==> config.mk <==
export PLATFORM = sky130hd
export DESIGN_NAME = triggered_pulse_timer
export DESIGN_NICKNAME = d
export VERILOG_FILES = /design/src/trig_timer_pkg.sv /design/src/count_tick_if.sv /design/src/count_tick_gen.sv /design/src/triggered_pulse_timer.sv
export SDC_FILE = /design/constraint.sdc
export NUM_CORES = 1
export LEC_CHECK = 0
export BUFFER_PORTS_ARGS = -buffer_cell sky130_fd_sc_hd__buf_4
export CORE_ASPECT_RATIO = 0.6
export CORE_MARGIN = 5
export CORE_UTILIZATION = 30
export DETAILED_ROUTE_END_ITERATION = 8
export PLACE_DENSITY = 0.57
export SLEW_MARGIN = 10
export SYNTH_ARGS = -nofsm -noshare
export SYNTH_HDL_FRONTEND = slang
export SYNTH_SLANG_ARGS = --single-unit
export TNS_END_PERCENT = 30
==> constraint.sdc <==
create_clock -name clk -period 7.51 [get_ports clk]
set_clock_uncertainty 0.2 [all_clocks]
set_input_delay 0.3755 -clock clk [delete_from_list [all_inputs] [get_ports clk]]
set_output_delay 0.3755 -clock clk [all_outputs]
set_load 0.03 [all_outputs]
==> src/trig_timer_pkg.sv <==
package trig_timer_pkg;
    localparam int ADDR_W = 4;
    localparam int DATA_W = 16;
    // Register word offsets
    localparam logic [3:0] OFS_RUN_CTL = 4'h0;
    localparam logic [3:0] OFS_MODE_CTL = 4'h1;
    localparam logic [3:0] OFS_PERIOD = 4'h2;
    localparam logic [3:0] OFS_CH1 = 4'h3;
    localparam logic [3:0] OFS_CH2 = 4'h4;
    localparam logic [3:0] OFS_CH3 = 4'h5;
    localparam logic [3:0] OFS_COUNT = 4'h6;
    localparam logic [3:0] OFS_STATUS = 4'h7;
    // Field positions
    localparam int RUN_ENABLE_BIT = 7;
    localparam int SOFT_TRIGGER_BIT = 6;
    localparam int EVENT_SOURCE_BIT = 5;
    localparam int STAT_RUNNING_BIT = 0;
    localparam int STAT_ARMED_BIT = 1;
    // Writable masks and reset values
    localparam logic [7:0] RUN_CTL_MASK = 8'h87;
    localparam logic [7:0] MODE_CTL_MASK = 8'h27;
    localparam logic [7:0] RUN_CTL_RST = 8'h00;
    localparam logic [7:0] MODE_CTL_RST = 8'h00;
    localparam logic [15:0] CCR_RST = 16'h0000;
    localparam logic [15:0] CNT_PARK = 16'hffff;
    localparam logic [15:0] CNT_ZERO = 16'h0000;
    // Mode field encodings
    localparam logic [2:0] MODE_TRIG_PWM = 3'h2;
    localparam logic [2:0] MODE_ONE_SHOT = 3'h3;
    // Default prescaler table: log2 of the divider for each select value
    localparam logic [31:0] DIV_LOG2_DEFAULT = 32'h7654_3210;
endpackage

==> src/count_tick_if.sv <==
`timescale 1ns/1ps
`default_nettype none
interface count_tick_if;
    logic [2:0] prescale_sel;
    logic event_sel;
    logic event_in;
    logic tick;
    modport gen (input prescale_sel, input event_sel, input event_in, output tick);
    modport core (output prescale_sel, output event_sel, output event_in, input tick);
endinterface
`default_nettype wire

==> src/count_tick_gen.sv <==
`timescale 1ns/1ps
`default_nettype none
module count_tick_gen #(
    parameter int DIV_W = 16,
    parameter logic [31:0] DIV_LOG2 = trig_timer_pkg::DIV_LOG2_DEFAULT
) (
    input wire logic clk,
    input wire logic reset_n,
    count_tick_if.gen cs
);
    // ****************************************
    // Parameter check
    // ****************************************
    for (genvar i = 0; i < 8; i++) begin : g_chk
        if (int'(DIV_LOG2[i*4 +: 4]) >= DIV_W) begin : g_bad
            $error("prescaler table entry exceeds divider width");
        end
    end

    logic [DIV_W-1:0] div_q;
    logic ev_prev_q;
    logic tick_q;

    wire [3:0] sel_log2 = DIV_LOG2[{cs.prescale_sel, 2'b00} +: 4];
    wire [DIV_W-1:0] div_mask = (DIV_W'(1) << sel_log2) - DIV_W'(1);
    wire pre_hit = (div_q & div_mask) == div_mask;
    wire ev_edge = cs.event_in & ~ev_prev_q;
    // External edges replace the prescaled clock when selected
    wire tick_d = cs.event_sel ? ev_edge : pre_hit;

    always_ff @(posedge clk) begin
        if (!reset_n) begin
            div_q <= '0;
            ev_prev_q <= 1'b0;
            tick_q <= 1'b0;
        end else begin
            div_q <= div_q + DIV_W'(1);
            ev_prev_q <= cs.event_in;
            tick_q <= tick_d;
        end
    end

    assign cs.tick = tick_q;
endmodule
`default_nettype wire

==> src/triggered_pulse_timer.sv <==
// Behaviour
// - Only a write to compare register 1 arms the shadow buffer update.
// - Once armed, next counter clear copies all four compares into shadows.
// - Compare zero gives inactive output; period FFFFH still gives channel interrupts.
// - Compare equal to period plus one is always active; impossible at FFFFH.
// - Trigger just after channel match clears counter and reasserts the output.
// - Trigger just before channel match suppresses it; output stays active.
// - Trigger just after period match clears counter and keeps counting.
// - Trigger just before period match suppresses it and reasserts outputs.
// - Triggered channel interrupt comes in the cycle count equals the buffer.
// - Mode value 011 selects one-shot; with run enable it waits for trigger.
// - One-shot trigger clears counter FFFFH to 0000H and pulses outputs 1-3.
// - After the one-shot pulse the counter parks at FFFFH and waits.
// - One-shot triggers arriving during the pulse are ignored.
// - One-shot delay is channel value; width is period minus channel plus one.
// - One-shot period interrupt follows the match; channel interrupt on match.
// - Trigger is an external edge or writing 1 to the soft trigger bit.
// - With soft triggers in one-shot, output 0 is active while counting.
// - Event select picks prescaled clock or external event edges as count source.
// - Mode value 010 selects triggered PWM; a trigger clears and restarts.
// - PWM active width is channel value; period is period value plus one.
//
// The address-and-strobe port and the register addresses are this design's own decisions.
`timescale 1ns/1ps
`default_nettype none
module triggered_pulse_timer #(
    parameter int DIV_W = 16,
    parameter logic [31:0] DIV_LOG2 = trig_timer_pkg::DIV_LOG2_DEFAULT
) (
    input wire logic clk,
    input wire logic reset_n,
    input wire logic [trig_timer_pkg::ADDR_W-1:0] addr,
    input wire logic [trig_timer_pkg::DATA_W-1:0] wdata,
    input wire logic wr,
    input wire logic rd,
    output logic [trig_timer_pkg::DATA_W-1:0] rdata,
    input wire logic trig_in,
    input wire logic event_in,
    output logic pulse_out_1,
    output logic pulse_out_2,
    output logic pulse_out_3,
    output logic aux_toggle_out,
    output logic period_match_irq,
    output logic [2:0] channel_match_irq
);
    // ****************************************
    // Registers and storage
    // ****************************************
    logic [7:0] run_ctl_q;
    logic [7:0] mode_ctl_q;
    logic [15:0] ccr_q [4];
    logic [15:0] shadow_q [4];
    logic [15:0] cnt_q;
    logic running_q;
    logic armed_q;
    logic trig_prev_q;
    logic aux_q;
    logic per_irq_q;
    logic [2:0] ch_irq_q;
    logic [2:0] pulse_q;
    logic [15:0] rdata_q;

    count_tick_if cti ();

    count_tick_gen #(
        .DIV_W(DIV_W),
        .DIV_LOG2(DIV_LOG2)
    ) u_tick (
        .clk(clk),
        .reset_n(reset_n),
        .cs(cti.gen)
    );

    assign cti.prescale_sel = run_ctl_q[2:0];
    assign cti.event_sel = mode_ctl_q[trig_timer_pkg::EVENT_SOURCE_BIT];
    assign cti.event_in = event_in;

    // ****************************************
    // Decoding
    // ****************************************
    wire tick = cti.tick;
    wire run_en = run_ctl_q[trig_timer_pkg::RUN_ENABLE_BIT];
    wire [2:0] mode = mode_ctl_q[2:0];
    wire mode_pwm = run_en && (mode == trig_timer_pkg::MODE_TRIG_PWM);
    wire mode_os = run_en && (mode == trig_timer_pkg::MODE_ONE_SHOT);
    wire wr_run = wr && (addr == trig_timer_pkg::OFS_RUN_CTL);
    wire wr_mode = wr && (addr == trig_timer_pkg::OFS_MODE_CTL);
    wire wr_ch1 = wr && (addr == trig_timer_pkg::OFS_CH1);
    wire trig_edge = trig_in & ~trig_prev_q;
    wire soft_trig = wr_mode && wdata[trig_timer_pkg::SOFT_TRIGGER_BIT];
    wire trig = trig_edge | soft_trig;

    // Triggered PWM compares against shadows, one-shot against live values
    logic [15:0] cmp [4];
    logic [15:0] nxt_cmp [4];
    logic [3:0] wr_ccr;

    // ****************************************
    // Counter sequencing
    // ****************************************
    logic [15:0] cnt_d;
    logic run_d;
    logic step;
    logic clr;
    logic per_irq_d;
    wire load = mode_pwm && clr && armed_q;

    always_comb begin
        cnt_d = cnt_q;
        run_d = running_q;
        step = 1'b0;
        clr = 1'b0;
        per_irq_d = 1'b0;
        if (!(mode_pwm || mode_os)) begin
            cnt_d = trig_timer_pkg::CNT_PARK;
            run_d = 1'b0;
        end else if (trig && (mode_pwm || !running_q)) begin
            // Trigger clear never raises the period or channel interrupts
            cnt_d = trig_timer_pkg::CNT_ZERO;
            run_d = 1'b1;
            clr = 1'b1;
        end else if (running_q && tick) begin
            step = 1'b1;
            if (cnt_q == cmp[0]) begin
                per_irq_d = 1'b1;
                if (mode_os) begin
                    cnt_d = trig_timer_pkg::CNT_PARK;
                    run_d = 1'b0;
                    step = 1'b0;
                end else begin
                    cnt_d = trig_timer_pkg::CNT_ZERO;
                    clr = 1'b1;
                end
            end else begin
                cnt_d = cnt_q + 16'h0001;
            end
        end
    end

    // ****************************************
    // Per channel compare and outputs
    // ****************************************
    logic [2:0] pulse_d;
    logic [2:0] ch_irq_d;

    for (genvar m = 0; m < 4; m++) begin : g_cmp
        assign wr_ccr[m] = wr && (addr == trig_timer_pkg::OFS_PERIOD + 4'(m));
        assign cmp[m] = mode_pwm ? shadow_q[m] : ccr_q[m];
        assign nxt_cmp[m] = load ? ccr_q[m] : cmp[m];
    end

    for (genvar k = 0; k < 3; k++) begin : g_ch
        // PWM: active below the compare; one-shot: active from compare onward
        assign pulse_d[k] = run_d && (mode_pwm ? (cnt_d < nxt_cmp[k+1])
                                               : (cnt_d >= nxt_cmp[k+1]));
        assign ch_irq_d[k] = step && (cnt_d == nxt_cmp[k+1]);
    end

    wire aux_d = mode_os ? run_d : (mode_pwm ? (aux_q ^ clr) : 1'b0);

    // ****************************************
    // Register read mux
    // ****************************************
    logic [15:0] rd_mux;
    always_comb begin
        case (addr)
            trig_timer_pkg::OFS_RUN_CTL: rd_mux = {8'h00, run_ctl_q};
            trig_timer_pkg::OFS_MODE_CTL: rd_mux = {8'h00, mode_ctl_q};
            trig_timer_pkg::OFS_PERIOD: rd_mux = ccr_q[0];
            trig_timer_pkg::OFS_CH1: rd_mux = ccr_q[1];
            trig_timer_pkg::OFS_CH2: rd_mux = ccr_q[2];
            trig_timer_pkg::OFS_CH3: rd_mux = ccr_q[3];
            trig_timer_pkg::OFS_COUNT: rd_mux = cnt_q;
            trig_timer_pkg::OFS_STATUS: rd_mux = {14'h0000, armed_q, running_q};
            default: rd_mux = 16'h0000;
        endcase
    end

    // ****************************************
    // Flip-flops
    // ****************************************
    always_ff @(posedge clk) begin
        if (!reset_n) begin
            run_ctl_q <= trig_timer_pkg::RUN_CTL_RST;
            mode_ctl_q <= trig_timer_pkg::MODE_CTL_RST;
        end else begin
            if (wr_run) begin
                run_ctl_q <= wdata[7:0] & trig_timer_pkg::RUN_CTL_MASK;
            end
            if (wr_mode) begin
                mode_ctl_q <= wdata[7:0] & trig_timer_pkg::MODE_CTL_MASK;
            end
        end
    end

    always_ff @(posedge clk) begin
        for (int m = 0; m < 4; m++) begin
            if (!reset_n) begin
                ccr_q[m] <= trig_timer_pkg::CCR_RST;
                shadow_q[m] <= trig_timer_pkg::CCR_RST;
            end else begin
                if (wr_ccr[m]) begin
                    ccr_q[m] <= wdata;
                end
                if (load) begin
                    shadow_q[m] <= ccr_q[m];
                end
            end
        end
    end

    always_ff @(posedge clk) begin
        if (!reset_n) begin
            armed_q <= 1'b0;
        end else if (wr_ch1) begin
            armed_q <= 1'b1;
        end else if (load) begin
            armed_q <= 1'b0;
        end
    end

    always_ff @(posedge clk) begin
        if (!reset_n) begin
            cnt_q <= trig_timer_pkg::CNT_PARK;
            running_q <= 1'b0;
            trig_prev_q <= 1'b0;
            aux_q <= 1'b0;
            per_irq_q <= 1'b0;
            ch_irq_q <= 3'h0;
            pulse_q <= 3'h0;
            rdata_q <= 16'h0000;
        end else begin
            cnt_q <= cnt_d;
            running_q <= run_d;
            trig_prev_q <= trig_in;
            aux_q <= aux_d;
            per_irq_q <= per_irq_d;
            ch_irq_q <= ch_irq_d;
            pulse_q <= pulse_d;
            rdata_q <= rd ? rd_mux : 16'h0000;
        end
    end

    assign rdata = rdata_q;
    assign pulse_out_1 = pulse_q[0];
    assign pulse_out_2 = pulse_q[1];
    assign pulse_out_3 = pulse_q[2];
    assign aux_toggle_out = aux_q;
    assign period_match_irq = per_irq_q;
    assign channel_match_irq = ch_irq_q;
endmodule
`default_nettype wire

; ---- Word-level counts from Yosys, hierarchy flattened
; Memories as Yosys holds them, arrays and structs flattened.
; Cells that the tools add are included.
[totals]
ramBits = 128
latchBits = 0
rom_bits = 0
ff_bits = 69
out_inout_bits = 24
n_memories = 2
wordCells = 145
in_bits = 26
[mem_list]
columns = memory, words, width, read_ports, rd_clocked_by_memory_dff, wr, line
row1 = ccr_q, 4, 16, 4, 0, 4, triggered_pulse_timer.sv:51  ; logic [15:0] ccr_q [4];
row2 = shadow_q, 4, 16, 4, 0, 4, triggered_pulse_timer.sv:52  ; logic [15:0] shadow_q [4];
[op_classes]
n_eq_ne = 14
add_sub_neg = 3
mux = 60
div_mod_pow = 0
n_mul = 0
shift = 2
magnitude_cmp = 6
reduce_logical = 26
bitwise = 18
[op_table]
columns = op, n
row1 = two-way mux 16 bit, 20
row2 = case mux 16 bit (8 select lines), 1
row3 = == test 16 bit, 5
row4 = >= comparator 16 bit, 3
row5 = less-than comparator 16 bit, 3
row6 = two-way mux 1 bit, 39
row7 = "adder 16 x 1 -> 16 bit, second input constant", 2
row8 = "variable part select 32 x 6 -> 4 bit, first input constant", 1
row9 = logical AND 1 bit, 19
row10 = bitwise AND 16 bit, 1
row11 = "== test 4 x 3 -> 1 bit, second input constant", 4
row12 = "left shift 1 x 4 -> 16 bit, first input constant", 1
row13 = "subtractor 16 x 2 -> 16 bit, second input constant", 1
row14 = bitwise OR 1 bit, 9
row15 = "== test 4 x 2 -> 1 bit, second input constant", 2
row16 = "== test 3 x 2 -> 1 bit, second input constant", 2
row17 = inverter 1 bit, 5
row18 = "== test 4 x 1 -> 1 bit, second input constant", 1
row19 = logical NOT 4 bit, 1
row20 = OR reduction 4 bit, 1
row21 = bitwise AND 1 bit, 2
row22 = logical OR 1 bit, 2
row23 = AND reduction 2 bit, 1
row24 = nonzero test 2 bit, 1
row25 = 2 further kinds, 2

; ---- Longest topological paths before layout
[depth]
ltp_word = 14
mapped_depth = 20
mapped_depth_nobuf = 17

; ---- Hierarchy
; From an unflattened synthesis, not the netlist that was laid out.
[hier_totals]
cells_unflattened = 992
hier_area_um2 = 10704.0
[by_module_without_submodules]
columns = module, area_each_um2, n_inst, cells_each
row1 = triggered_pulse_timer, 9711.8, 1, 880
row2 = count_tick_gen, 992.2, 1, 112

; ---- Worst setup path before layout
; No wires, ideal clock.
[synth_timing]
path_kind = register -> register
start = memory ccr_q[0][11]
end = memory shadow_q[0][0], enable pin
slack_ns = 0.456
setup_time_ns = 0.574
stages_incl_launch_ff = 8
arrival_time_ns = 6.279
cell_sequence = edfxtp_1 -> or2_1 -> a221o_1 -> a22oi_1 -> nand4_1 -> a211oi_4 -> a21oi_1 -> o21ai_0
[synth_lines]
columns = item, line
row1 = from (decl), triggered_pulse_timer.sv:51
row2 = to (decl), triggered_pulse_timer.sv:52

; ---- Worst setup path in the final report
[layout_timing]
start = register mode_ctl_q[0]
end = register pulse_q[0]
[layout_between]
elab_cells_between_ends = 32
cone_classes = order compare: 2 / eq/ne: 3 / mux: 19 / reduce/logical: 8
[layout_lines]
columns = item, line
row1 = from (decl), triggered_pulse_timer.sv:50  ; logic [7:0] mode_ctl_q;
row2 = from (signal assigned), triggered_pulse_timer.sv:185  ; mode_ctl_q <= trig_timer_pkg::MODE_CTL_RST;
row3 = from (signal assigned), triggered_pulse_timer.sv:191  ; mode_ctl_q <= wdata[7:0] & trig_timer_pkg::MODE_CTL_MASK;
row4 = == test 3 x 2 -> 1 bit, triggered_pulse_timer.sv:84  ; wire mode_pwm = run_en && (mode == trig_timer_pkg::MODE_TRIG_PWM);
row5 = logical AND 1 bit, triggered_pulse_timer.sv:84
row6 = two-way mux 16 bit, triggered_pulse_timer.sv:148  ; assign cmp[m] = mode_pwm ? shadow_q[m] : ccr_q[m];
row7 = == test 16 bit, triggered_pulse_timer.sv:124  ; if (cnt_q == cmp[0]) begin
row8 = two-way mux 16 bit, triggered_pulse_timer.sv:124
row9 = two-way mux 16 bit, triggered_pulse_timer.sv:122  ; end else if (running_q && tick) begin
row10 = two-way mux 16 bit, triggered_pulse_timer.sv:117  ; end else if (trig && (mode_pwm || !running_q)) begin
row11 = two-way mux 16 bit (*), triggered_pulse_timer.sv:114  ; if (!(mode_pwm || mode_os)) begin
row12 = via cnt_d[8], triggered_pulse_timer.sv:101  ; logic [15:0] cnt_d;
row13 = >= comparator 16 bit / less-than comparator 16 bit (equally long branches), "triggered_pulse_timer.sv:155, triggered_pulse_timer.sv:154"
row14 = two-way mux 1 bit (*), triggered_pulse_timer.sv:154  ; assign pulse_d[k] = run_d && (mode_pwm ? (cnt_d < nxt_cmp[k+1])
row15 = logical AND 1 bit (*), triggered_pulse_timer.sv:154
row16 = to (signal assigned), triggered_pulse_timer.sv:239  ; pulse_q <= pulse_d;
row17 = to (decl), triggered_pulse_timer.sv:60  ; logic [2:0] pulse_q;
; Mark *: on every way through the listed nets, which the timed path passes. The rest lies on a longest branch.
; A chain may end at the register's enable or synchronous reset.

==> results.json <==
{
  "cp_common_cell": "nor2_1",
  "max-vdd-ir-drop_mv": 0.168,
  "clock_sinks": 197,
  "crit_slowest_cell": "dfxtp_1",
  "grt_pass1_wl_mm": 49.9,
  "clockBufferDepth": 2,
  "antenna_cells": 0,
  "row_count": 53,
  "cap_violations": 0,
  "critPathLaunch": "mode_ctl_q[0]",
  "ys_ff_latch": 197,
  "drt_iter0_drc": 1071,
  "die_w_microns": 251,
  "async_reset_ff_frac": 0,
  "io_buffers": 49,
  "tightest_slew_ns": 1.14,
  "syn_area_sq_um": 10500,
  "fin_hold_ws_ns": 0.0198,
  "rrSetupSlack_ns": 1.59,
  "drcViolationCount": 0,
  "synth_cells": 983,
  "synth.top_cell.area_share": 0.367,
  "power_density_nw_per_um2": 198,
  "required_ns": 7.67,
  "post_cts_buffers": 0,
  "p_leak_nw": 4.29,
  "wl_per_cell_microns": 22.9,
  "setup_viol": 0,
  "dpl-instance-area_sq_um": 11300,
  "place.gp.congestion": 0.923,
  "yosys_warnings": 0,
  "fin_crit_ns": 5.92,
  "start_util": 0.301,
  "drt-pass1-iter-count": 5,
  "post-place-cells": 1450,
  "synth_most_common_cell": "and2_1",
  "htree_levels": 4,
  "critical_path_buf_inv_count": 1,
  "crit_fanout": 22,
  "dieArea_sq_um": 38900,
  "final_util": 0.344,
  "hp-start": "wdata[7]",
  "synth_common_cells": "and2_1, edfxtp_1, nand2_1, dfxtp_1, mux2i_1",
  "worstHoldPathCells": 3,
  "tns_ns": 0,
  "synthesis.nets": 1061,
  "wirelength_mm": 34.0,
  "grt_setup_unrepaired": "no",
  "num_vias": 7883,
  "drive_gt1_frac": 0.100,
  "critPathMaxStageDelay_ns": 0.91,
  "nNetsFinal": 1083,
  "overflow": 0,
  "die_h_microns": 155,
  "io_pins": 50,
  "yosysUniqueCellTypes": 66,
  "numCtsBuffers": 17,
  "cp_cell_sequence": "nand4bb_1 > o221ai_1 > a22oi_1 > nand4_1 > a211oi_4 > buf_4 > nor2_1 > and4_1 > o31ai_1 > ha_1 > nand4_1 > nor2_1 > a211oi_1 > o21ai_0 > a31oi_1 > nor2_1 > a311oi_1",
  "dp_hpwl_mm": 25.1,
  "grt_max_degree": 62,
  "cts_tree": "yes",
  "syn_avg_cell_area_sq_um": 10.6,
  "reg2reg_to": "pulse_q[0]",
  "fmax_mhz": 169,
  "timing.rr.start": "mode_ctl_q[0]",
  "coreArea_sq_um": 34700,
  "slew_viol_final": 0,
  "grt_usage": 0.173,
  "period_share": 0.789,
  "crit_family": "compound AO/OA/AOI/OAI gates",
  "seq_area_frac_synth": 0.499,
  "cp.arrival_ns": 6.09,
  "ant_nets": 0,
  "synth_area_leaders": "edfxtp_1, dfxtp_1, and2_1",
  "antenna_found_initial": 1,
  "start_kind": "register",
  "vias_per_cell": 5.31,
  "clk_pin_slew_ns": 0.08,
  "endpoint_kind": "register",
  "status": "complete, no violations",
  "grt_pass1_vias": 7320,
  "clk_latency_ns": 0.46,
  "syn_to_final_growth_pct": 14.1,
  "cts-root-buf": "clkbuf_16",
  "fin_area_sq_um": 11900,
  "max-slew-margin-rel": 0.238,
  "ys.flop_type": "edfxtp_1",
  "reg2reg_depth": 17,
  "yosysTopAreaCell": "edfxtp_1",
  "synth_edf_count": 128,
  "holdPathEnd": "run_ctl_q[7]",
  "hold_viol_final": 0,
  "crit_type": "register to register",
  "hold_path_class": "primary input to register",
  "nFillCells": 3521,
  "final_cell_count_no_fill": 1485
}
==> state kept, by name, summed over array words and instances, names as in the netlist <==
signal	cells
armed_q	1
aux_toggle_out	1
ccr_q	64
channel_match_irq	3
cnt_q	16
mode_ctl_q	4
period_match_irq	1
pulse_q	3
rdata	16
run_ctl_q	4
running_q	1
shadow_q	64
trig_prev_q	1
u_tick.cs.tick	1
u_tick.div_q	16
u_tick.ev_prev_q	1
==> metal layers <==
layer  routed length, microns  vias to the layer above  GRT usage
met5                        0                        -          0
met4                      231                        0     0.0280
met3                     4410                       21     0.0775
li1                         -                     3658          -
met2                    12000                      368      0.204
met1                    17300                     3836      0.281
==> area by class of cell <==
type | instances | area, sq um | share of cell area
sequential | 197 | 5230 | 0.437
multi-input combinational | 712 | 5000 | 0.419
tap | 467 | 584 | 0.0489
timing repair buffer | 63 | 480 | 0.0402
clock buffer | 18 | 429 | 0.0359
clock inverter | 14 | 173 | 0.0145
inverter | 14 | 52.6 | 0.00440
==> cell usage in the layout, fill, tap and decap left out, types with 5 or more instances in the layout <==
master,count
and2_1,143
edfxtp_1,128
nand2_1,71
dfxtp_1,69
mux2i_1,62
buf_4,60
ha_1,52
nor2_1,37
o21ai_0,32
a22oi_1,30
a21oi_1,28
and3_1,20
xor2_1,18
nand3_1,18
nand4_1,17
clkbuf_16,17
a31oi_1,16
xnor2_1,15
nor2b_1,15
inv_1,13
a21o_1,12
nor3_1,10
nor4_1,9
o21ai_1,9
o221ai_1,5
a2bb2oi_1,5
a211oi_1,5
o21a_1,5
or3_1,5
a21boi_0,5
==> worst min-delay path, delay by kind of cell <==
family        cells  cell delay [ns]
mux               1             0.06
buf+inv           1             0.11
simple gates      1             0.09
==> through the flow <==
step	worst slack (ns)	total power [mW]
floorplan	0.456	1.33
global placement	1.96	1.41
detailed placement	1.74	1.41
CTS	1.72	2.37
global route	1.29	2.43
finish	1.59	2.36
==> where the power goes <==
group / internal, mW / switching [mW] / leakage (nW)
combinational: 0.0602 / 0.106 / 2.16
sequential: 1.19 / 0.0408 / 1.83
clock: 0.503 / 0.464 / 0.292
total: 1.75 / 0.610 / 4.29
==> worst max path at each step <==
stage / end / cells after the start
floorplan: shadow_q[0][0] / 7
CTS: pulse_q[0] / 17
finish: pulse_q[0] / 17
global route: pulse_q[0] / 18
global placement: pulse_q[1] / 18
detailed placement: pulse_q[0] / 17
==> cells by family (layout without fill, tap and decap cells) <==
kind of cell             count (synthesis)  after routing  synth area share
buffers and inverters                   74            109            0.0282
flip-flops                             197            197             0.499
XOR/XNOR                                33             33            0.0276
adder cells (fa/ha/maj)                 52             52            0.0622
multiplexers                            66             66            0.0647
AND/OR/NAND/NOR                        372            372             0.197
AO/OA/AOI/OAI                          189            189             0.122
==> timing repair <==
item,in CTS,in global routing
hold endpoints to repair,4,0
gates resized for setup,0,0
hold buffers,3,0
No activity file was read; power rests on OpenSTA's default activity.
